$ cat config.mk
export PLATFORM = sky130hd
export DESIGN_NAME = trng_top
export DESIGN_NICKNAME = d
export VERILOG_FILES = /design/src/rtl/trng_pkg.sv /design/src/rtl/trng_bit_if.sv /design/src/rtl/trng_noise_src.sv /design/src/rtl/trng_bias_fix.sv /design/src/rtl/trng_top.sv
export SDC_FILE = /design/constraint.sdc
export NUM_CORES = 1
export LEC_CHECK = 0
export ABC_AREA = 1
export BUFFER_PORTS_ARGS = -buffer_cell sky130_fd_sc_hd__buf_2
export CORE_ASPECT_RATIO = 0.6
export CORE_MARGIN = 4
export CORE_UTILIZATION = 25
export DETAILED_ROUTE_END_ITERATION = 10
export GPL_ROUTABILITY_DRIVEN = 0
export RECOVER_POWER = 50
export REMOVE_ABC_BUFFERS = 1
export SLEW_MARGIN = 10
export SYNTH_ARGS = -nofsm -noshare
export SYNTH_HDL_FRONTEND = slang
export SYNTH_SLANG_ARGS = --single-unit
$ cat constraint.sdc
create_clock -name aclk -period 2.9 [get_ports aclk]
set_input_delay 0.29 -clock aclk [delete_from_list [all_inputs] [get_ports aclk]]
set_output_delay 0.29 -clock aclk [all_outputs]
set_load 0.01 [all_outputs]
$ cat src/rtl/trng_pkg.sv
// Shared constants of the random byte generator
package trng_pkg;
    // ==================================================
    // Register map (byte addresses)
    localparam int ADDR_W = 12;
    localparam logic [11:0] OFS_START_TRIGGER = 12'h000;
    localparam logic [11:0] OFS_STOP_TRIGGER = 12'h004;
    localparam logic [11:0] OFS_BYTE_READY_FLAG = 12'h100;
    localparam logic [11:0] OFS_EVENT_TASK_LINKS = 12'h200;
    localparam logic [11:0] OFS_IRQ_ENABLE_SET = 12'h304;
    localparam logic [11:0] OFS_IRQ_ENABLE_CLEAR = 12'h308;
    localparam logic [11:0] OFS_IRQ_STATUS = 12'h400;
    localparam logic [11:0] OFS_IRQ_STATUS_CLEAR = 12'h404;
    localparam logic [11:0] OFS_GENERATOR_SETTINGS = 12'h504;
    localparam logic [11:0] OFS_RANDOM_OUTPUT = 12'h508;

    // ==================================================
    // Field positions and reset values
    localparam int BIT_TASK = 0;
    localparam int BIT_BYTE_READY = 0;
    localparam int BIT_READY_TO_HALT_LINK = 0;
    localparam int BIT_BIAS_CORRECTION_ENABLE = 0;
    localparam logic RST_FLAG = 1'b0;
    localparam logic RST_LINK = 1'b0;
    localparam logic RST_IRQ_EN = 1'b0;
    localparam logic RST_BIAS_EN = 1'b0;
    localparam logic [7:0] RST_VALUE = 8'h00;
    localparam logic [2:0] BYTE_LAST_BIT = 3'h7;

    // ==================================================
    // Bus answers and noise source shape
    localparam logic [1:0] RESP_OKAY = 2'h0;
    localparam logic [1:0] RESP_SLVERR = 2'h2;
    localparam logic [15:0] NOISE_LFSR_INIT = 16'hace1;
    localparam logic [1:0] NOISE_GAP_INIT = 2'h1;
endpackage : trng_pkg

$ cat src/rtl/trng_bit_if.sv
// Serial bit stream between noise source, corrector and byte assembly
`timescale 1ns/10ps
interface trng_bit_if;
    logic valid;
    logic bit_val;
    modport src (output valid, output bit_val);
    modport snk (input valid, input bit_val);
endinterface : trng_bit_if

$ cat src/rtl/trng_noise_src.sv
// Free-running noise bit source with irregular bit spacing
`timescale 1ns/10ps
module trng_noise_src import trng_pkg::*; (
    input wire logic aclk,
    input wire logic aresetn,
    input wire logic run,
    trng_bit_if.src raw
);
    typedef struct packed {
        logic [15:0] lfsr;
        logic [1:0] gap;
        logic valid;
        logic bit_val;
    } trng_noise_st_t;

    trng_noise_st_t q, d;

    // ==================================================
    // Next state
    // Shift register runs from reset without software seeding
    always_comb begin
        d = q;
        d.valid = 1'b0;
        d.lfsr = {q.lfsr[14:0], q.lfsr[15] ^ q.lfsr[13] ^ q.lfsr[12] ^ q.lfsr[10]};
        if (q.gap != 2'h0) begin
            d.gap = q.gap - 2'h1;
        end else begin
            // Spacing drawn from the stream, so byte time wanders
            d.gap = q.lfsr[3:2];
            d.valid = run;
            d.bit_val = q.lfsr[0] ^ q.lfsr[7] ^ q.lfsr[11];
        end
    end

    always_ff @(posedge aclk) begin
        if (!aresetn) begin
            q <= '{lfsr: NOISE_LFSR_INIT, gap: NOISE_GAP_INIT, valid: 1'b0, bit_val: 1'b0};
        end else begin
            q <= d;
        end
    end

    assign raw.valid = q.valid;
    assign raw.bit_val = q.bit_val;
endmodule : trng_noise_src

$ cat src/rtl/trng_bias_fix.sv
// Pairwise bias corrector, bypassed when correction is off
`timescale 1ns/10ps
module trng_bias_fix import trng_pkg::*; (
    input wire logic aclk,
    input wire logic aresetn,
    input wire logic bias_correction_enable,
    input wire logic run,
    trng_bit_if.snk raw,
    trng_bit_if.src fixed
);
    typedef struct packed {
        logic have_first;
        logic first_bit;
        logic valid;
        logic bit_val;
    } trng_bias_st_t;

    trng_bias_st_t q, d;

    // ==================================================
    // Next state
    always_comb begin
        d = q;
        d.valid = 1'b0;
        if (!run || !bias_correction_enable) begin
            d.have_first = 1'b0;
            d.valid = raw.valid;
            d.bit_val = raw.bit_val;
        end else if (raw.valid) begin
            if (!q.have_first) begin
                d.have_first = 1'b1;
                d.first_bit = raw.bit_val;
            end else begin
                // Equal pairs dropped: removes bias, costs rate
                d.have_first = 1'b0;
                d.valid = q.first_bit ^ raw.bit_val;
                d.bit_val = q.first_bit;
            end
        end
    end

    always_ff @(posedge aclk) begin
        if (!aresetn) begin
            q <= '0;
        end else begin
            q <= d;
        end
    end

    assign fixed.valid = q.valid;
    assign fixed.bit_val = q.bit_val;
endmodule : trng_bias_fix

$ cat src/rtl/trng_top.sv
// Random byte generator with AXI4-Lite register slave
`timescale 1ns/10ps
module trng_top import trng_pkg::*; (
    input wire logic aclk,
    input wire logic aresetn,
    input wire logic [11:0] s_axi_awaddr,
    input wire logic s_axi_awvalid,
    output logic s_axi_awready,
    input wire logic [31:0] s_axi_wdata,
    input wire logic [3:0] s_axi_wstrb,
    input wire logic s_axi_wvalid,
    output logic s_axi_wready,
    output logic [1:0] s_axi_bresp,
    output logic s_axi_bvalid,
    input wire logic s_axi_bready,
    input wire logic [11:0] s_axi_araddr,
    input wire logic s_axi_arvalid,
    output logic s_axi_arready,
    output logic [31:0] s_axi_rdata,
    output logic [1:0] s_axi_rresp,
    output logic s_axi_rvalid,
    input wire logic s_axi_rready,
    output logic irq
);
    typedef struct packed {
        logic aw_hold;
        logic [11:0] awaddr;
        logic w_hold;
        logic [31:0] wdata;
        logic [3:0] wstrb;
        logic bvalid;
        logic [1:0] bresp;
        logic rvalid;
        logic [1:0] rresp;
        logic [31:0] rdata;
        logic running;
        logic [7:0] shift;
        logic [2:0] bit_cnt;
        logic [7:0] value;
        logic byte_ready;
        logic flag;
        logic link;
        logic irq_en;
        logic bias_en;
    } trng_top_st_t;

    trng_top_st_t q, d;

    trng_bit_if raw_bits ();
    trng_bit_if fixed_bits ();

    // ==================================================
    // Bit path
    trng_noise_src u_noise (
        .aclk(aclk),
        .aresetn(aresetn),
        .run(q.running),
        .raw(raw_bits.src)
    );

    trng_bias_fix u_bias (
        .aclk(aclk),
        .aresetn(aresetn),
        .bias_correction_enable(q.bias_en),
        .run(q.running),
        .raw(raw_bits.snk),
        .fixed(fixed_bits.src)
    );

    // ==================================================
    // Decoding
    function automatic logic reg_known(input logic [11:0] addr);
        unique case (addr)
            OFS_START_TRIGGER, OFS_STOP_TRIGGER, OFS_BYTE_READY_FLAG, OFS_EVENT_TASK_LINKS,
            OFS_IRQ_ENABLE_SET, OFS_IRQ_ENABLE_CLEAR, OFS_IRQ_STATUS, OFS_IRQ_STATUS_CLEAR,
            OFS_GENERATOR_SETTINGS, OFS_RANDOM_OUTPUT: reg_known = 1'b1;
            default: reg_known = 1'b0;
        endcase
    endfunction : reg_known

    function automatic logic [31:0] read_word(input logic [11:0] addr, input trng_top_st_t s);
        read_word = 32'h0000_0000;
        unique case (addr)
            OFS_BYTE_READY_FLAG: read_word[BIT_BYTE_READY] = s.flag;
            OFS_IRQ_STATUS: read_word[BIT_BYTE_READY] = s.flag;
            OFS_EVENT_TASK_LINKS: read_word[BIT_READY_TO_HALT_LINK] = s.link;
            OFS_IRQ_ENABLE_SET, OFS_IRQ_ENABLE_CLEAR: read_word[BIT_BYTE_READY] = s.irq_en;
            OFS_GENERATOR_SETTINGS: read_word[BIT_BIAS_CORRECTION_ENABLE] = s.bias_en;
            OFS_RANDOM_OUTPUT: read_word[7:0] = s.value;
            default: read_word = 32'h0000_0000;
        endcase
    endfunction : read_word

    // ==================================================
    // Write strobes from held address and data
    logic wr_go;
    logic wr_one;
    logic start_task;
    logic stop_task;
    logic byte_done;

    assign wr_go = q.aw_hold && q.w_hold && !q.bvalid;
    // Only lane 0 carries the control bits
    assign wr_one = q.wstrb[0] && q.wdata[BIT_TASK];
    assign start_task = wr_go && wr_one && (q.awaddr == OFS_START_TRIGGER);
    assign stop_task = wr_go && wr_one && (q.awaddr == OFS_STOP_TRIGGER);
    assign byte_done = q.running && fixed_bits.valid && (q.bit_cnt == BYTE_LAST_BIT);

    // ==================================================
    // Next state
    always_comb begin
        d = q;
        d.byte_ready = 1'b0;

        if (s_axi_awvalid && !q.aw_hold) begin
            d.aw_hold = 1'b1;
            d.awaddr = s_axi_awaddr;
        end
        if (s_axi_wvalid && !q.w_hold) begin
            d.w_hold = 1'b1;
            d.wdata = s_axi_wdata;
            d.wstrb = s_axi_wstrb;
        end
        if (q.bvalid && s_axi_bready) begin
            d.bvalid = 1'b0;
        end
        if (wr_go) begin
            d.aw_hold = 1'b0;
            d.w_hold = 1'b0;
            d.bvalid = 1'b1;
            d.bresp = reg_known(q.awaddr) ? RESP_OKAY : RESP_SLVERR;
            if (q.wstrb[0]) begin
                unique case (q.awaddr)
                    OFS_BYTE_READY_FLAG: d.flag = q.wdata[BIT_BYTE_READY];
                    OFS_EVENT_TASK_LINKS: d.link = q.wdata[BIT_READY_TO_HALT_LINK];
                    OFS_IRQ_ENABLE_SET: d.irq_en = q.irq_en | q.wdata[BIT_BYTE_READY];
                    OFS_IRQ_ENABLE_CLEAR: d.irq_en = q.irq_en & ~q.wdata[BIT_BYTE_READY];
                    OFS_IRQ_STATUS_CLEAR: d.flag = q.flag & ~q.wdata[BIT_BYTE_READY];
                    OFS_GENERATOR_SETTINGS: d.bias_en = q.wdata[BIT_BIAS_CORRECTION_ENABLE];
                    default: d.flag = d.flag;
                endcase
            end
        end

        // Reads never disturb generation or the flag
        if (q.rvalid && s_axi_rready) begin
            d.rvalid = 1'b0;
        end
        if (s_axi_arvalid && !q.rvalid) begin
            d.rvalid = 1'b1;
            d.rdata = read_word(s_axi_araddr, q);
            d.rresp = reg_known(s_axi_araddr) ? RESP_OKAY : RESP_SLVERR;
        end

        // Start restarts assembly so a byte never mixes two runs
        if (start_task) begin
            d.running = 1'b1;
            d.bit_cnt = 3'h0;
        end else if (q.running && fixed_bits.valid) begin
            d.shift = {q.shift[6:0], fixed_bits.bit_val};
            d.bit_cnt = q.bit_cnt + 3'h1;
            if (byte_done) begin
                // No overrun guard: an unread byte is simply replaced
                d.value = {q.shift[6:0], fixed_bits.bit_val};
                d.byte_ready = 1'b1;
                d.flag = 1'b1;
            end
        end

        // Stop wins over a start in the same cycle
        if (stop_task || (byte_done && !start_task && q.link)) begin
            d.running = 1'b0;
        end
    end

    always_ff @(posedge aclk) begin
        if (!aresetn) begin
            q <= '0;
            q.flag <= RST_FLAG;
            q.link <= RST_LINK;
            q.irq_en <= RST_IRQ_EN;
            q.bias_en <= RST_BIAS_EN;
            q.value <= RST_VALUE;
        end else begin
            q <= d;
        end
    end

    // ==================================================
    // Outputs
    assign s_axi_awready = !q.aw_hold;
    assign s_axi_wready = !q.w_hold;
    assign s_axi_bvalid = q.bvalid;
    assign s_axi_bresp = q.bresp;
    assign s_axi_arready = !q.rvalid;
    assign s_axi_rvalid = q.rvalid;
    assign s_axi_rdata = q.rdata;
    assign s_axi_rresp = q.rresp;
    assign irq = q.flag && q.irq_en;
endmodule : trng_top

Word level (Yosys, flattened, before mapping). Cells that the tools add are included.

Register bits after elaboration: 77. Latch bits: 0. RAM bits: 0. Bits in read-only memories: 0. Memories kept: 0.

Add/sub/neg operators: 2. Multipliers: 0. Divide/modulo/power cells: 0. Order comparisons: 0. Eq/ne operators: 19. Shift-type cells: 0. Muxes and demuxes: 26. Bitwise logic cells: 14. Reduce and logical (&&, ||, !) cells: 49.

Operators by type and width (count): 12-bit by 11-bit == test with 1-bit output (second input constant) (8); 12-bit by 10-bit == test with 1-bit output (second input constant) (6); 35-bit 2-to-1 mux (1); 12-bit by 3-bit == test with 1-bit output (second input constant) (2); 12-bit by 9-bit == test with 1-bit output (second input constant) (2); 12-bit logical NOT (2); 10-bit OR reduction (2); 1-bit logical AND (16); 3-bit AND reduction (5); 2-bit OR reduction (7); 1-bit 2-to-1 mux (12); 2-bit 2-to-1 mux (6); 2-bit nonzero test (6); 4-bit 2-to-1 mux (2); 1-bit logical NOT (7); 7-bit 2-to-1 mux (1); 1-bit XOR (6); 1-bit NOT (5); 1-bit one-hot mux with 5 select lines (1); 1-bit one-hot mux with 2 select lines (2); 2-bit AND reduction (2); 3-bit by 1-bit adder with 3-bit output (second input constant) (1); 3-bit == test (second input constant) (1); 3-bit 2-to-1 mux (1); other kinds (4) (6).

Logic depth before layout (Yosys ltp). Gate-level depths: netlist of the first run.

Depth after elaboration: 9. Gate-level depth with buffers: 10. Depth with buffers taken out: 9.

By module. Synthesis of the first run repeated with hierarchy kept, for this count alone.

Cells, all modules: 476. Area, all modules: 3464.6 µm².

By module, submodules not included: trng_top (times used 1, cells an instance 374, area an instance 2640.0 µm², seq. area each 1021.0 µm²); trng_noise_src (times used 1, cells an instance 72, area an instance 633.1 µm², seq. area each 400.4 µm²); trng_bias_fix (times used 1, cells an instance 30, area an instance 191.4 µm², seq. area each 80.1 µm²).

Worst setup path before layout of the first run. Ideal clock, no wire load.

Kind: register to register. From: reg q (netlist bit s_axi_bvalid). To: reg q[3] (netlist name). Data arrival time: 1139 ps. Required time: 2769 ps. Path slack: 1630 ps. Cell stages (with the launch flop): 10. Buffers on the path: 1. Path through: dfxtp_1 > nor2_4 > nand2_4 > nor2_4 > nand3_4 > nand2_4 > buf_8 > nand2_1 > inv_1 > a21oi_1.

Word-level cells in the longest chain between the ends: 6. Elaborated cells between the ends (all ways): 8. Those cells by class: 4 x mux; 4 x reduce/logical.

RTL lines: from (decl) (line trng_top.sv:47) `trng_top_st_t q, d;`; 1-bit logical NOT * (line trng_top.sv:102) `assign wr_go = q.aw_hold && q.w_hold && !q.bvalid;`; 1-bit logical AND * (line trng_top.sv:102); 4-bit 2-to-1 mux (line trng_top.sv:127) `if (wr_go) begin`; 1-bit 2-to-1 mux (line trng_top.sv:162) `if (byte_done) begin`; 1-bit 2-to-1 mux (line trng_top.sv:159) `end else if (q.running && fixed_bits.valid) begin`; 1-bit 2-to-1 mux * (line trng_top.sv:156) `if (start_task) begin`.

Every way passes the cells marked *; elsewhere a longest branch is shown, timed or not. A chain may end at the register's enable or synchronous reset.

Final worst setup path of the first run.
From: reg q[99] (netlist name). To: reg q[10] (netlist name).

Word-level cells in the longest chain between the ends: 6.

RTL lines: 1-bit logical AND (2 in a row) (line trng_top.sv:102); 1-bit logical AND (2 in a row) (line trng_top.sv:105) `assign start_task = wr_go && wr_one && (q.awaddr == OFS_START_TRIGGER);`; 1-bit NOT (no line); 3-bit AND reduction (no line).

No other way between the ends.

==> results of run 1 <==
state kept, by name (all words and copies together), names as in the netlist, 2 cells and up, named ones only:
name,count
s_axi_rdata,8
u_noise.d,15
q,38
u_bias.q,2
u_noise.q,3
metal layers:
metal | wire length, um | vias to the layer above
met5 | 0 | -
li1 | - | 1458
met2 | 3070 | 63
met1 | 3420 | 1242
met4 | 40 | 0
met3 | 450 | 6
report_power, final:
group / total [mW] / leakage [nW] / switching, mW / internal (mW)
logic: 0.229 / 0.988 / 0.151 / 0.0780
clock network: 1.04 / 0.132 / 0.432 / 0.609
registers: 1.10 / 0.615 / 0.0254 / 1.08
stage by stage:
stage,util [%],std cells,setup slack (ns),power [mW]
detailed placement,27.7,652,1.35,1.36
global route,29.7,668,0.839,2.49
finish,29.7,668,1.04,2.37
global placement,27.7,652,1.39,1.35
floorplan,-,433,1.59,1.28
CTS,29.9,668,1.31,2.42
Yosys cell counts:
master    instances  share of area (%)
nand4_1           1               0.18
inv_2             2               0.22
o22ai_1           1               0.18
nand2_1          61                6.7
clkbuf_2          1               0.15
a211oi_1          2               0.44
o21a_1            1               0.22
nand3_1          19                2.8
a31oi_1           2               0.37
o21ai_2           2               0.51
a21oi_1          25                3.7
inv_1            53                5.8
o211ai_1          1               0.22
nor2_4            2               0.66
nand3_4           1               0.51
a21oi_2           1               0.26
nand3_2           2               0.59
nand2_4           3               0.99
o21ai_0          42                6.2
or2_2             9                1.7
o21ai_1           6               0.88
nor2_1           72                7.9
ha_1              2               0.74
xnor2_1           3               0.77
buf_8             1               0.44
xor2_1            2               0.51
nor2_8            1               0.59
clkbuf_1          6               0.66
nor3_1           12                1.8
buf_4            36                7.9
conb_1            1               0.11
nor2_2            3               0.55
buf_1             1               0.11
nor4_1            1               0.18
buf_2             2               0.29
dfxtp_1          75                 44
critical path, stage by stage (launching register included):
cell	delay [ns]
dfxtp_1	0.34
inv_2	0.06
nor2_4	0.07
nand2_1	0.15
nor2_1	0.40
nand3_4	0.18
nand2_4	0.19
inv_1	0.17
nor2_1	0.14
nor2_1	0.06
cells by family (layout without fill, tap and decap cells):
kind of cell    after synthesis  in the layout  share of synthesized area [%]
flops                        75             75                           44.1
xor+xnor                      5              5                           1.29
buf+inv                     102            120                           15.7
compound gates               83             83                           12.9
simple gates                187            187                           25.1
fa+ha+maj                     2              2                          0.735
other cells                   1             26                          0.110
final cells by class:
type                       count  area, um2
clock buffer                  10        239
clock inverter                 6       48.8
fill                        1382       9210
inverter                      55        206
multi-input combinational    303       1450
sequential                    75       1500
tap                          170        213
timing repair buffer          49        229
final timing paths:
| kind | slack (ns) | endpoint | startpoint | depth (start not counted) |
|---|---|---|---|---|
| max | 1.04 | q[10]$_SDFFE_PN0P_ | q[99]$_SDFFE_PP0P_ | 9 |
| min | 0.20 | q[106]$_SDFFE_PN0P_ | s_axi_awaddr[6] | 3 |
| max reg2reg | 1.04 | q[10]$_SDFFE_PN0P_ | q[99]$_SDFFE_PP0P_ | 9 |
| min reg2reg | 0.41 | u_noise.d[10]$_SDFF_PN1_ | u_noise.d[9]$_SDFF_PN0_ | 1 |
==> out/results.ini, run 1 <==
[floorplan]
die_height_um = 98.4
num_rows = 32
initial_utilization_pct = 26.0
die_area_um2 = 15600
die_w_um = 159
io_pins = 109
core-area_um2 = 13100

[place]
placedInstanceArea_um2 = 3630
hpwl_um = 5090
io_buffers = 48

[grt]
grt.total_usage_pct = 9.00
antenna_found_initial = 0
grt_pass1_vias = 2593
overflow = 0
grt_pass1_wl_um = 11400
use_met3_pct = 3.68
grt-busiest-layer = met2
gr-usage-met2_pct = 14.4
grt_max_degree = 57
met1_usage_pct = 11.3

[yosys]
ys_ff_latch = 75
synthCells = 455
ys_warn_count = 0
synth_area_um2 = 3400
synthDistinctLibCells = 36
ys_seq_area_share_pct = 44.1
syn_avg_cell_area_um2 = 7.48

[final_layout]
diodes = 0
mostFrequentLayoutCell = dfxtp_1
finalNetCount = 562
finalInstanceArea_um2 = 3880
syn2layout_area_growth_pct = 14.2
drive_gt1_share_pct = 14.9
layout_common_cells = dfxtp_1 (75), nor2_1 (73), nand2_1 (62)

[worst_setup_path]
worstPathArrival_ns = 2.08
criticalPathCategory = reg2reg
required_ns = 3.12
path_max_fanout = 11
end_kind = flop
critical_path.startpoint_type = flop

[timing]
finalSetupViolCount = 0
post-route-period-util_pct = 64.0
tightest_slew_ns = 0.619
worst_clock_skew_ns = 0.00561
tns_ns = 0
slew_viol_final = 0
slew_headroom_pct = 58.7
fin_crit_ns = 1.86
rsz0062_at_grt = no
max_freq_mhz = 539
hold_violations = 0
whs_ns = 0.197

[clock_tree]
cts_buffers = 9
cts_tree = yes
htreeDepth = 3
max-clock-path-buffers = 2
root_buffer = clkbuf_16
clk_latency_ns = 0.33
cts_sinks = 75
ctsHoldBuffers = 0
post_cts_resized = 0
path_clk_slew_ns = 0.06
postCtsSetupBuffers = 0

[pwr]
power_leakage_nw = 1.73
p_per_area_nw_per_um2 = 611
peakVddDrop_v = 0.000287

[routing]
postRouteAntennaNets = 0
drt-initial-drc-count = 110
drt_pass1_iterations = 6
via_count = 2769
vias_per_cell = 4.15
drc_errors = 0
drt-total-wl_um = 6980
wire_per_inst_um = 10.5

[flow_run]
maxCapViolations = 0

[worst_hold_path]
min_path_type = in2reg

[outcome]
status = complete, no violations

No activity file was read; power rests on OpenSTA's default activity.
==> inputs of run 2 (changes only) <==
- clock period: 2.9 -> 1.7 ns (I/O delays scaled with it)
==> out/results.ini, run 2 (synthesized netlist as in run 1, its figures left out) <==
[outcome]
status = complete, no violations

[worst_setup_path]
path_max_fanout = 11  ; unchanged
critPathMaxStageDelay_ns = 0.31  ; -0.09 ns
worstPathCellList = nor2_2 > nand3_2 > nor2_8 > nand3_4 > nand2_4 > inv_1 > nor2_1 > nor2_1
end_kind = flop
worstPathArrival_ns = 1.74  ; -0.34 ns
cp_slowest_cell = dfxtp_1
critical_path.startpoint_type = flop
path_delay_family = simple AND/OR/NAND/NOR gates
criticalPathCategory = reg2reg
critPathBufInv = 1  ; -1
required_ns = 1.92  ; -1.20 ns
path_common_cell = nor2_1

[timing]
tightest_slew_ns = 0.557  ; -0.0622 ns
hold_violations = 0  ; unchanged
tns_ns = 0  ; unchanged
rsz0062_at_grt = no
finalSetupViolCount = 0  ; unchanged
post-route-period-util_pct = 89.1  ; +25 points
slew_headroom_pct = 62.8  ; +4.2 points
max_freq_mhz = 660  ; +22%
fin_ws_ns = 0.184  ; -0.860 ns
whs_ns = 0.0680  ; -0.129 ns
worst_clock_skew_ns = 0.00428  ; -0.00133 ns
fin_crit_ns = 1.52  ; -0.340 ns
slew_viol_final = 0  ; unchanged

[final_layout]
layout_common_cells = dfxtp_1 (75), nor2_1 (72), nand2_1 (61)
largest-register = q
finalNonFillerCells = 670  ; +0.30%
diodes = 0  ; unchanged
syn2layout_area_growth_pct = 15.6
drive_gt1_share_pct = 15.4  ; +0.54 points
mostFrequentLayoutCell = dfxtp_1
finalNetCount = 564  ; +0.36%
largest_register_ffs = 38  ; unchanged

[pwr]
p_total_mw = 4.17  ; +76%
combPwrFrac_pct = 9.6  ; about the same
p_clk_share_pct = 45.2  ; +1.3 points
p_int_mw = 3.15  ; +79%
peakVddDrop_v = 0.000456  ; +59%
p_per_area_nw_per_um2 = 1060  ; +73%
power_leakage_nw = 1.77  ; +1.9%
switchingPower_mw = 1.02  ; +67%
switching_share_pct = 24.4  ; -1.2 points
pwr-share-seq_pct = 45.2  ; -1.3 points

[grt]
grt.total_usage_pct = 8.91  ; -0.088 points
antenna_found_initial = 0  ; unchanged
overflow = 0  ; unchanged
grt_pass1_wl_um = 11300  ; -1.2%
grt_pass1_vias = 2512  ; -3.1%
grt_max_degree = 40  ; -30%

[floorplan]
die_w_um = 159  ; unchanged
die_height_um = 98.4  ; unchanged
initial_utilization_pct = 26.0  ; unchanged
num_rows = 32  ; unchanged
io_pins = 109  ; unchanged
die_area_um2 = 15600  ; unchanged
core-area_um2 = 13100  ; unchanged

[clock_tree]
cts_tree = yes
root_buffer = clkbuf_16
path_clk_slew_ns = 0.06  ; about the same
clk_latency_ns = 0.33  ; about the same
cts_sinks = 75  ; unchanged
max-clock-path-buffers = 2  ; unchanged
cts_buffers = 9  ; unchanged
htreeDepth = 3  ; unchanged

[flow_run]
maxCapViolations = 0  ; unchanged

[place]
pre_cts_ws_ns = 0.185  ; -1.17 ns
dp.cells = 654  ; +0.31%
hpwl_um = 5230  ; +2.7%
io_buffers = 48  ; unchanged

[routing]
drt_pass1_iterations = 4  ; -2
drc_errors = 0  ; unchanged
vias_per_cell = 4.11  ; -0.80%
drt-total-wl_um = 6900  ; -1.2%
via_count = 2755  ; -0.51%
wire_per_inst_um = 10.3  ; -1.5%
postRouteAntennaNets = 0  ; unchanged
drt-initial-drc-count = 192  ; +75%

[worst_hold_path]
min_path_type = in2reg

-- run 2: cell count changes in the layout (fill, tap and decap cells not counted), moves of 2 or more --
cell	delta
nor2_4	+2
clkinvlp_4	-2
clkinv_2	+2
inv_6	-2
buf_4	+2
-- run 2: final timing paths --
kind                                 start                  endpoint  slack (ns)  cells after the start
hold reg to reg   u_noise.d[11]$_SDFF_PN1_  u_noise.d[12]$_SDFF_PN1_        0.41                      1
setup reg to reg       q[100]$_SDFFE_PN0P_        q[10]$_SDFFE_PN0P_        0.18                      8
setup / recovery       q[100]$_SDFFE_PN0P_        q[10]$_SDFFE_PN0P_        0.18                      8
hold / removal             s_axi_awaddr[6]       q[106]$_SDFFE_PN0P_        0.07                      3
-- run 2: timing repair --
action / CTS / global route
setup endpoints to repair: 0 / 1
endpoints found under the hold margin: 0 / 0
setup buffers: 0 / 0
hold buffers: 0 / 0
gates resized for setup: 0 / 1
-- run 2: layout make-up --
type / instances / area (um2)
multi-input combinational: 303 / 1470
tap: 170 / 213
clock inverter: 6 / 65.1
sequential: 75 / 1500
inverter: 55 / 206
clock buffer: 10 / 239
timing repair buffer: 51 / 243
fill: 1394 / 9160
-- run 2: power groups by stage --
| stage | sequential, mW | clock (mW) | combinational [mW] |
|---|---|---|---|
| floorplan | 1.92 | 0 | 0.259 |
| global placement | 1.92 | 0 | 0.392 |
| detailed placement | 1.92 | 0 | 0.401 |
| CTS | 1.88 | 1.95 | 0.403 |
| global route | 1.89 | 2.02 | 0.454 |
| finish | 1.88 | 1.89 | 0.399 |
-- run 2: tightest hold or removal path, delay by kind of cell --
family                 cells  cell delay (ns)
AND/OR/NAND/NOR            2             0.11
buffers and inverters      1             0.08
-- run 2: layer usage --
layer  GRT usage, %  wire length, um  vias up
li1               -                -     1460
met1           11.8             3420     1219
met2           13.2             2950       71
met3           3.85              488        5
met4           2.62               40        0
met5              0                0        -
-- run 2: stage by stage --
stage	utilization, %	instance area [um2]
after floorplan	-	3170
after global placement	27.8	3650
after detailed placement	27.8	3650
after CTS	30.2	3950
after global routing	30.1	3940
final	30.1	3940
